<file path="src/rtl/poc_pkg.sv">
/*
 Constants and types shared by the programmable output cell block.
 Assumes an APB master with 32-bit data and byte addresses on paddr.
*/
package poc_pkg;
	localparam int NCELL = 10;
	localparam int NDED = 12;
	localparam int CFG_W = 3;
	localparam int ADDR_W = 8;
	localparam logic [7:0] ADDR_ARCH = 8'h00;
	localparam logic [7:0] ADDR_CTRL = 8'h04;
	localparam logic [7:0] ADDR_TSUM = 8'h08;
	localparam logic [7:0] ADDR_TOE = 8'h0C;
	localparam logic [7:0] ADDR_PRELOAD = 8'h10;
	localparam logic [7:0] ADDR_STATUS = 8'h14;
	localparam int CTRL_TEST_POS = 0;
	localparam int STAT_Q_POS = 0;
	localparam int STAT_OE_POS = 10;
	localparam int STAT_PIN_POS = 20;
	localparam logic [31:0] ARCH_RST = 32'h0000_0000;
	localparam logic [31:0] REG_RST = 32'h0000_0000;
	localparam logic Q_RST = 1'b0;
	localparam logic SYNC_RST = 1'b0;
	localparam logic OE_N_RST = 1'b1;

	typedef struct packed {
		logic enable_source_bit;
		logic register_bypass_bit;
		logic polarity_select_bit;
	} poc_cfg_t;
endpackage

</file>
<file path="src/rtl/poc_top.sv">
/*
 Ten programmable output cells with APB configuration, preload and a
 test-only sum/enable pattern. Assumes the sum-of-products array sits
 outside on pclk; pins and the cell clock pin arrive asynchronously.
*/
// Chosen here: the APB register port and the address map.
`timescale 1ns/1ps
`default_nettype none

// Operation
// Ten independent cells, twenty-two logic inputs passed to the array.
// Three architecture bits per cell select one of eight setups.
// All bits zero means registered, active low, product-term enable.
// Bypass bit zero registers the sum, one passes it around.
// Combinatorial cell pin is input and output; disabled it is input.
// Registered cell feeds its flip-flop back to the array.
// All cell flip-flops clock from the one dedicated clock input.
// Flip-flops start with true output low, complement high.
// Enable source chosen per cell, in either storage mode.
// Source zero uses product term, one uses the low external enable.
// Polarity bit zero gives active low, one active high.
// Preload forces the cell flip-flops to known values.
// Separate test pattern drives cells without using application logic.
// Board ties every unused input to ground.
// Preload may set any pattern on the registered outputs.
// Pin feedback only in combinatorial mode.
// Inactive enable floats the pin; active enable drives adjusted value.
module poc_top #(
	parameter int NCELL = poc_pkg::NCELL,
	parameter int NDED = poc_pkg::NDED
) (
	input wire logic pclk,
	input wire logic presetn,
	input wire logic psel,
	input wire logic penable,
	input wire logic pwrite,
	input wire logic [poc_pkg::ADDR_W-1:0] paddr,
	input wire logic [31:0] pwdata,
	output logic [31:0] prdata,
	output logic pready,
	output logic pslverr,
	input wire logic [NCELL-1:0] sum_term,
	input wire logic [NCELL-1:0] oe_term,
	input wire logic [NDED-1:0] ded_in,
	input wire logic ext_oe_n,
	input wire logic cell_clk,
	input wire logic [NCELL-1:0] pin_in,
	output logic [NCELL-1:0] pin_out,
	output logic [NCELL-1:0] pin_oe_n,
	output logic [NCELL+NDED-1:0] array_in
);
	// ----------------------------------------------------------------
	// Decoding helpers
	// ----------------------------------------------------------------
	function automatic poc_pkg::poc_cfg_t cfg_of(input logic [31:0] arch,
		input int idx);
		cfg_of = poc_pkg::poc_cfg_t'(arch[idx*poc_pkg::CFG_W +: poc_pkg::CFG_W]);
	endfunction

	function automatic logic hit(input logic [poc_pkg::ADDR_W-1:0] a,
		input logic [7:0] off);
		hit = (a == off);
	endfunction

	// ----------------------------------------------------------------
	// Input synchronisers
	// ----------------------------------------------------------------
	logic [NCELL-1:0] pin_s1_ff, pin_s2_ff, nxt_pin_s1, nxt_pin_s2;
	logic [NDED-1:0] ded_s1_ff, ded_s2_ff, nxt_ded_s1, nxt_ded_s2;
	logic oen_s1_ff, oen_s2_ff, nxt_oen_s1, nxt_oen_s2;
	logic ck_s1_ff, ck_s2_ff, ck_s3_ff, nxt_ck_s1, nxt_ck_s2, nxt_ck_s3;
	logic cell_edge;

	always_comb begin
		nxt_pin_s1 = pin_in;
		nxt_pin_s2 = pin_s1_ff;
		nxt_ded_s1 = ded_in;
		nxt_ded_s2 = ded_s1_ff;
		nxt_oen_s1 = ext_oe_n;
		nxt_oen_s2 = oen_s1_ff;
		nxt_ck_s1 = cell_clk;
		nxt_ck_s2 = ck_s1_ff;
		nxt_ck_s3 = ck_s2_ff;
	end

	always_ff @(posedge pclk or negedge presetn) begin
		if (!presetn) begin
			pin_s1_ff <= '0;
			pin_s2_ff <= '0;
			ded_s1_ff <= '0;
			ded_s2_ff <= '0;
			oen_s1_ff <= poc_pkg::OE_N_RST;
			oen_s2_ff <= poc_pkg::OE_N_RST;
			ck_s1_ff <= poc_pkg::SYNC_RST;
			ck_s2_ff <= poc_pkg::SYNC_RST;
			ck_s3_ff <= poc_pkg::SYNC_RST;
		end else begin
			pin_s1_ff <= nxt_pin_s1;
			pin_s2_ff <= nxt_pin_s2;
			ded_s1_ff <= nxt_ded_s1;
			ded_s2_ff <= nxt_ded_s2;
			oen_s1_ff <= nxt_oen_s1;
			oen_s2_ff <= nxt_oen_s2;
			ck_s1_ff <= nxt_ck_s1;
			ck_s2_ff <= nxt_ck_s2;
			ck_s3_ff <= nxt_ck_s3;
		end
	end

	// one clock pin
	// Cell clock pin is sampled, so it must stay well below pclk/4
	assign cell_edge = ck_s2_ff & ~ck_s3_ff;

	// ----------------------------------------------------------------
	// APB slave and registers
	// ----------------------------------------------------------------
	logic [31:0] arch_ff, nxt_arch;
	logic test_en_ff, nxt_test_en;
	logic [NCELL-1:0] tsum_ff, nxt_tsum, toe_ff, nxt_toe;
	logic [31:0] prdata_ff, nxt_prdata;
	logic pready_ff, nxt_pready, pslverr_ff, nxt_pslverr;
	logic setup, wr_acc, preload_wr, mapped;
	logic [NCELL-1:0] q_ff, oe_sel;

	assign setup = psel & ~penable;
	assign wr_acc = psel & penable & pready_ff & pwrite;
	// preload strobe
	assign preload_wr = wr_acc & hit(paddr, poc_pkg::ADDR_PRELOAD);
	assign mapped = hit(paddr, poc_pkg::ADDR_ARCH) |
		hit(paddr, poc_pkg::ADDR_CTRL) | hit(paddr, poc_pkg::ADDR_TSUM) |
		hit(paddr, poc_pkg::ADDR_TOE) | hit(paddr, poc_pkg::ADDR_PRELOAD) |
		hit(paddr, poc_pkg::ADDR_STATUS);

	always_comb begin
		nxt_arch = arch_ff;
		nxt_test_en = test_en_ff;
		nxt_tsum = tsum_ff;
		nxt_toe = toe_ff;
		nxt_pready = setup;
		nxt_pslverr = setup & ~mapped;
		nxt_prdata = '0;
		// three bits per cell
		if (wr_acc && hit(paddr, poc_pkg::ADDR_ARCH))
			nxt_arch = {2'h0, pwdata[NCELL*poc_pkg::CFG_W-1:0]};
		if (wr_acc && hit(paddr, poc_pkg::ADDR_CTRL))
			nxt_test_en = pwdata[poc_pkg::CTRL_TEST_POS];
		if (wr_acc && hit(paddr, poc_pkg::ADDR_TSUM))
			nxt_tsum = pwdata[NCELL-1:0];
		if (wr_acc && hit(paddr, poc_pkg::ADDR_TOE))
			nxt_toe = pwdata[NCELL-1:0];
		if (setup && !pwrite) begin
			if (hit(paddr, poc_pkg::ADDR_ARCH))
				nxt_prdata = arch_ff;
			if (hit(paddr, poc_pkg::ADDR_CTRL))
				nxt_prdata[poc_pkg::CTRL_TEST_POS] = test_en_ff;
			if (hit(paddr, poc_pkg::ADDR_TSUM))
				nxt_prdata[NCELL-1:0] = tsum_ff;
			if (hit(paddr, poc_pkg::ADDR_TOE))
				nxt_prdata[NCELL-1:0] = toe_ff;
			if (hit(paddr, poc_pkg::ADDR_PRELOAD))
				nxt_prdata[NCELL-1:0] = q_ff;
			if (hit(paddr, poc_pkg::ADDR_STATUS)) begin
				nxt_prdata[poc_pkg::STAT_Q_POS +: NCELL] = q_ff;
				nxt_prdata[poc_pkg::STAT_OE_POS +: NCELL] = oe_sel;
				nxt_prdata[poc_pkg::STAT_PIN_POS +: NCELL] = pin_s2_ff;
			end
		end
	end

	always_ff @(posedge pclk or negedge presetn) begin
		if (!presetn) begin
			// unprogrammed default
			arch_ff <= poc_pkg::ARCH_RST;
			test_en_ff <= 1'b0;
			tsum_ff <= '0;
			toe_ff <= '0;
			prdata_ff <= poc_pkg::REG_RST;
			pready_ff <= 1'b0;
			pslverr_ff <= 1'b0;
		end else begin
			arch_ff <= nxt_arch;
			test_en_ff <= nxt_test_en;
			tsum_ff <= nxt_tsum;
			toe_ff <= nxt_toe;
			prdata_ff <= nxt_prdata;
			pready_ff <= nxt_pready;
			pslverr_ff <= nxt_pslverr;
		end
	end

	assign prdata = prdata_ff;
	assign pready = pready_ff;
	assign pslverr = pslverr_ff;

	// ----------------------------------------------------------------
	// Output cells
	// ----------------------------------------------------------------
	logic [NCELL-1:0] sum_sel, nxt_q, val, nxt_pin_out, nxt_pin_oe_n, fb;
	logic [NCELL-1:0] pin_out_ff, pin_oe_n_ff;
	logic [NCELL+NDED-1:0] array_in_ff, nxt_array_in;

	// test pattern replaces the array sums and enables
	assign sum_sel = test_en_ff ? tsum_ff : sum_term;

	genvar gi;
	generate
		for (gi = 0; gi < NCELL; gi++) begin : g_cell
			poc_pkg::poc_cfg_t c;
			assign c = cfg_of(arch_ff, gi);
			// per-cell source in both modes
			// product term or external low enable
			assign oe_sel[gi] = c.enable_source_bit ? ~oen_s2_ff :
				(test_en_ff ? toe_ff[gi] : oe_term[gi]);
			// bypass skips the flip-flop
			assign val[gi] = c.register_bypass_bit ? sum_sel[gi] : q_ff[gi];
			// registered feedback
			// combinatorial pin feeds the array
			// pin feedback only when bypassed
			assign fb[gi] = c.register_bypass_bit ? pin_s2_ff[gi] : q_ff[gi];
			// polarity
			assign nxt_pin_out[gi] = c.polarity_select_bit ? val[gi] : ~val[gi];
		end
	endgenerate

	always_comb begin
		// any pattern by preload, which wins over a clock edge
		if (preload_wr)
			nxt_q = pwdata[NCELL-1:0];
		else if (cell_edge)
			nxt_q = sum_sel;
		else
			nxt_q = q_ff;
		// disabled cell floats
		nxt_pin_oe_n = ~oe_sel;
		// twenty-two inputs to the array
		nxt_array_in = {fb, ded_s2_ff};
	end

	always_ff @(posedge pclk or negedge presetn) begin
		if (!presetn) begin
			// Q low at power-up
			q_ff <= {NCELL{poc_pkg::Q_RST}};
			pin_out_ff <= '0;
			pin_oe_n_ff <= {NCELL{poc_pkg::OE_N_RST}};
			array_in_ff <= '0;
		end else begin
			q_ff <= nxt_q;
			pin_out_ff <= nxt_pin_out;
			pin_oe_n_ff <= nxt_pin_oe_n;
			array_in_ff <= nxt_array_in;
		end
	end

	assign pin_out = pin_out_ff;
	assign pin_oe_n = pin_oe_n_ff;
	assign array_in = array_in_ff;

	poc_pkg::poc_cfg_t c0;
	assign c0 = cfg_of(arch_ff, 0);
endmodule

`default_nettype wire

</file>
<file path="config.mk">
export PLATFORM = sky130hd
export DESIGN_NAME = poc_top
export DESIGN_NICKNAME = d
export VERILOG_FILES = /design/src/rtl/poc_pkg.sv /design/src/rtl/poc_top.sv
export SDC_FILE = /design/constraint.sdc
export NUM_CORES = 1
export LEC_CHECK = 0
export ABC_CLOCK_PERIOD_IN_PS = 1360
export BUFFER_PORTS_ARGS = -buffer_cell sky130_fd_sc_hd__buf_2
export CELL_PAD_IN_SITES_DETAIL_PLACEMENT = 0
export CELL_PAD_IN_SITES_GLOBAL_PLACEMENT = 1
export CORE_AREA = 4 4 192 101
export CTS_BUF_LIST = sky130_fd_sc_hd__clkbuf_8
export DETAILED_ROUTE_END_ITERATION = 8
export DIE_AREA = 0 0 196 105
export PLACE_DENSITY_LB_ADDON = 0.25
export SYNTH_ARGS = -nofsm -noshare
export SYNTH_HDL_FRONTEND = slang
export SYNTH_SLANG_ARGS = --single-unit
</file>
<file path="constraint.sdc">
create_clock -name pclk -period 1.36 [get_ports pclk]
set_clock_uncertainty 0.1 [all_clocks]
set_input_delay 0.204 -clock pclk [delete_from_list [all_inputs] [get_ports pclk]]
set_output_delay 0.204 -clock pclk [all_outputs]
set_load 0.02 [all_outputs]
</file>
==> flow_summary.json <==
{
  "status": "finished with violations",
  "violations": "setup timing",
  "avgSynthCellArea_sq_um": 13.8,
  "path_cells": "and4_4 -> and4_4 -> buf_12 -> mux2_2",
  "max_freq_mhz": 608,
  "p_leak_nw": 4.78,
  "nets": 873,
  "core_sq_um": 17900,
  "cp_slowest_cell": "dfrtp_2",
  "synth.area.mux_share_pct": 14.8,
  "slew_viol_final": 0,
  "cp.required_ns": 1.61,
  "drtIter0Drc": 312,
  "start_kind": "flop",
  "cts_max_path_buffers": 2,
  "finalCritPeriodShare_pct": 121,
  "syn_inst": 506,
  "post_drt_wl_per_cell_um": 19.5,
  "max_stage_delay_ns": 0.37,
  "end_kind": "flop",
  "synth_top_family_by_area": "multiplexers",
  "place_area_sq_um": 8550,
  "finalSetupViolCount": 92,
  "fin_ws_ns": -0.284,
  "worstPathMaxFanout": 16,
  "grt_pass1_vias": 5289,
  "routed_wl_um": 20200,
  "whs_path_depth": 4,
  "final.fill_count": 1447,
  "antenna_found_initial": 0,
  "powerDensity_nw_per_um2": 1080,
  "route.detailed.drc": 0,
  "portBuffers": 160,
  "async_flop_share_pct": 100,
  "synth_compound_area_share_pct": 7.93,
  "die_h_um": 105,
  "final-hold-violation-count": 0,
  "dp_hpwl_um": 13800,
  "yosysMostFrequentCell": "dfrtp_1",
  "grt_pass1_wl_um": 30800,
  "cap_violations": 0,
  "hold_path_class": "in -> reg",
  "yosysUniqueCellTypes": 35,
  "hold_ws_ns": 0.0292,
  "cts.clk_slew.worst_paths_ns": 0.10,
  "yosys.area.top_type": "dfrtp_1",
  "synthTopCellsByArea": "dfrtp_1, mux2_2, dfstp_2",
  "synth_common_cells": "dfrtp_1, mux2_2, nand2_1",
  "cts_tree": "yes",
  "ys_warn_count": 0,
  "vias_per_cell": 4.89,
  "r2r_cells": 4,
  "drive_gt1_share_pct": 45.9,
  "cts.sink_count": 184,
  "crit_type": "reg -> reg",
  "place_ws_ns": -0.432,
  "drtAntennaViolNets": 0,
  "dieArea_sq_um": 20600,
  "insertion_delay_ns": 0.47,
  "synth-simple-area-share_pct": 6.62,
  "htreeDepth": 4,
  "synth_xor_area_share_pct": 1.26,
  "io_pins": 165,
  "stdcell_count": 1038,
  "track_usage_pct": 19.7,
  "first_pass_iters": 5,
  "cts_buffers": 17,
  "irDropWorstVdd_v": 0.000632,
  "worstPathArrival_ns": 1.89,
  "rsz0062_at_grt": "yes",
  "gp_congestion": 0.810,
  "synth_flop_cell": "dfrtp_1",
  "synth_top_area_share_pct": 61.7,
  "clockRootBuffer": "clkbuf_8",
  "dp.cells": 927,
  "synthAdderAreaFrac_pct": 0,
  "yosysSeqAreaShare_pct": 66.2,
  "area_growth_syn_to_layout_pct": 48.3,
  "start_util_pct": 39.0,
  "synth_area_sq_um": 6970,
  "vias": 5072,
  "fp-row-count": 35,
  "grt_max_degree": 42,
  "synth_edf_count": 0,
  "final_area_sq_um": 10300,
  "worst_path_most_repeated_cell": "and4_4",
  "period_needed_ns": 1.64,
  "total_power_mw": 11.1,
  "grt_overflow_total": 0,
  "ys_ff_latch": 184,
  "die_w_um": 196
}
## cells by family after synthesis
| group | Yosys count |
|---|---|
| flip-flops | 184 |
| multiplexers | 94 |
| AO/OA/AOI/OAI | 89 |
| AND/OR/NAND/NOR | 86 |
| buffers and inverters | 42 |
| XOR/XNOR | 10 |
| other | 1 |
## report_power, final
group / switching [mW] / internal (mW) / total, mW
combinational: 0.732 / 0.702 / 1.43
clock: 2.15 / 1.71 / 3.86
sequential: 0.123 / 5.73 / 5.85
## per-stage QoR
stage / TNS, ns / util, %
2_1_floorplan: -10.70 / -
3_3_place_gp: -28.46 / 47.8
3_5_place_dp: -28.61 / 47.8
4_1_cts: -15.53 / 55.9
5_1_grt: -20.51 / 57.8
6_report: -16.97 / 57.9
## final timing paths
kind,slack [ns],end,start
worst min-delay path,0.03,pready,psel
worst max-delay path,-0.28,arch_ff[19],pready
worst max register to register,-0.28,arch_ff[19],pready
max in group asynchronous,0.50,pin_oe_n[0],presetn
worst min register to register,0.24,ded_s2_ff[5],ded_s1_ff[5]
min in group asynchronous,0.10,nxt_pin_s2[4],presetn
## area by class of cell
class / instances / area [sq um] / area share (%)
clock inverter: 15 / 176 / 1.71
tap: 240 / 300 / 2.90
sequential: 184 / 4620 / 44.7
clock buffer: 17 / 234 / 2.26
antenna: 1 / 2.50 / 0.0242
inverter: 14 / 52.6 / 0.508
timing repair buffer: 286 / 2410 / 23.3
multi-input combinational: 281 / 2540 / 24.6
## worst max-delay path, delay by kind of cell, from the launching register on
kind / cells / cell delay [ns]
multiplexers: 1 / 0.35
flip-flops: 1 / 0.37
buffers and inverters: 1 / 0.18
AND/OR/NAND/NOR: 2 / 0.52
## per-layer routing
metal	track usage, %	share of wire [%]	routed length, um
met5	0	0	0
met4	3.88	0.63	127
met3	5.09	6.6	1330
met2	27.9	43	8780
met1	30.5	49	10000
## sequential cells by signal (all words and copies together) (netlist names)
signal	flops
arch_ff	30
prdata	30
array_in	22
ded_s1_ff	12
ded_s2_ff	12
nxt_pin_s2	10
pin_oe_n	10
pin_out	10
pin_s2_ff	10
q_ff	10
toe_ff	10
tsum_ff	10
ck_s1_ff	1
ck_s2_ff	1
ck_s3_ff	1
nxt_oen_s2	1
oen_s2_ff	1
pready	1
pslverr	1
test_en_ff	1
## cells in the final DEF (no fill, tap or decap), drive strengths merged
cell and n:
a221oi 8, clkbuf 19, a22oi 11, and3b 2, o21ai 20, mux2 72
nor2b 2, bufinv 2, clkinv 2, nand2 31, buf 215, nand4 3
inv 25, nand3b 8, nand2b 9, a32oi 1, a21o 8, nor2 20
dfstp 12, dlygate4sd3 69, diode 1, nor4 1, nor3b 3, a31oi 1
xnor2 10, mux2i 22, conb 2, and4 4, o211ai 10, or3 2
nor3 1, a21oi 30, dfrtp 172
## what timing repair did
item,4_1_cts,5_1_grt
gates cloned,1,1
endpoints found under the hold margin,268,1
hold buffers,68,1
pin swaps,13,15
endpoints found under the setup margin,97,126
resized for setup,77,84
buffers inserted,5,3
Power figures use the tool's default switching activity.
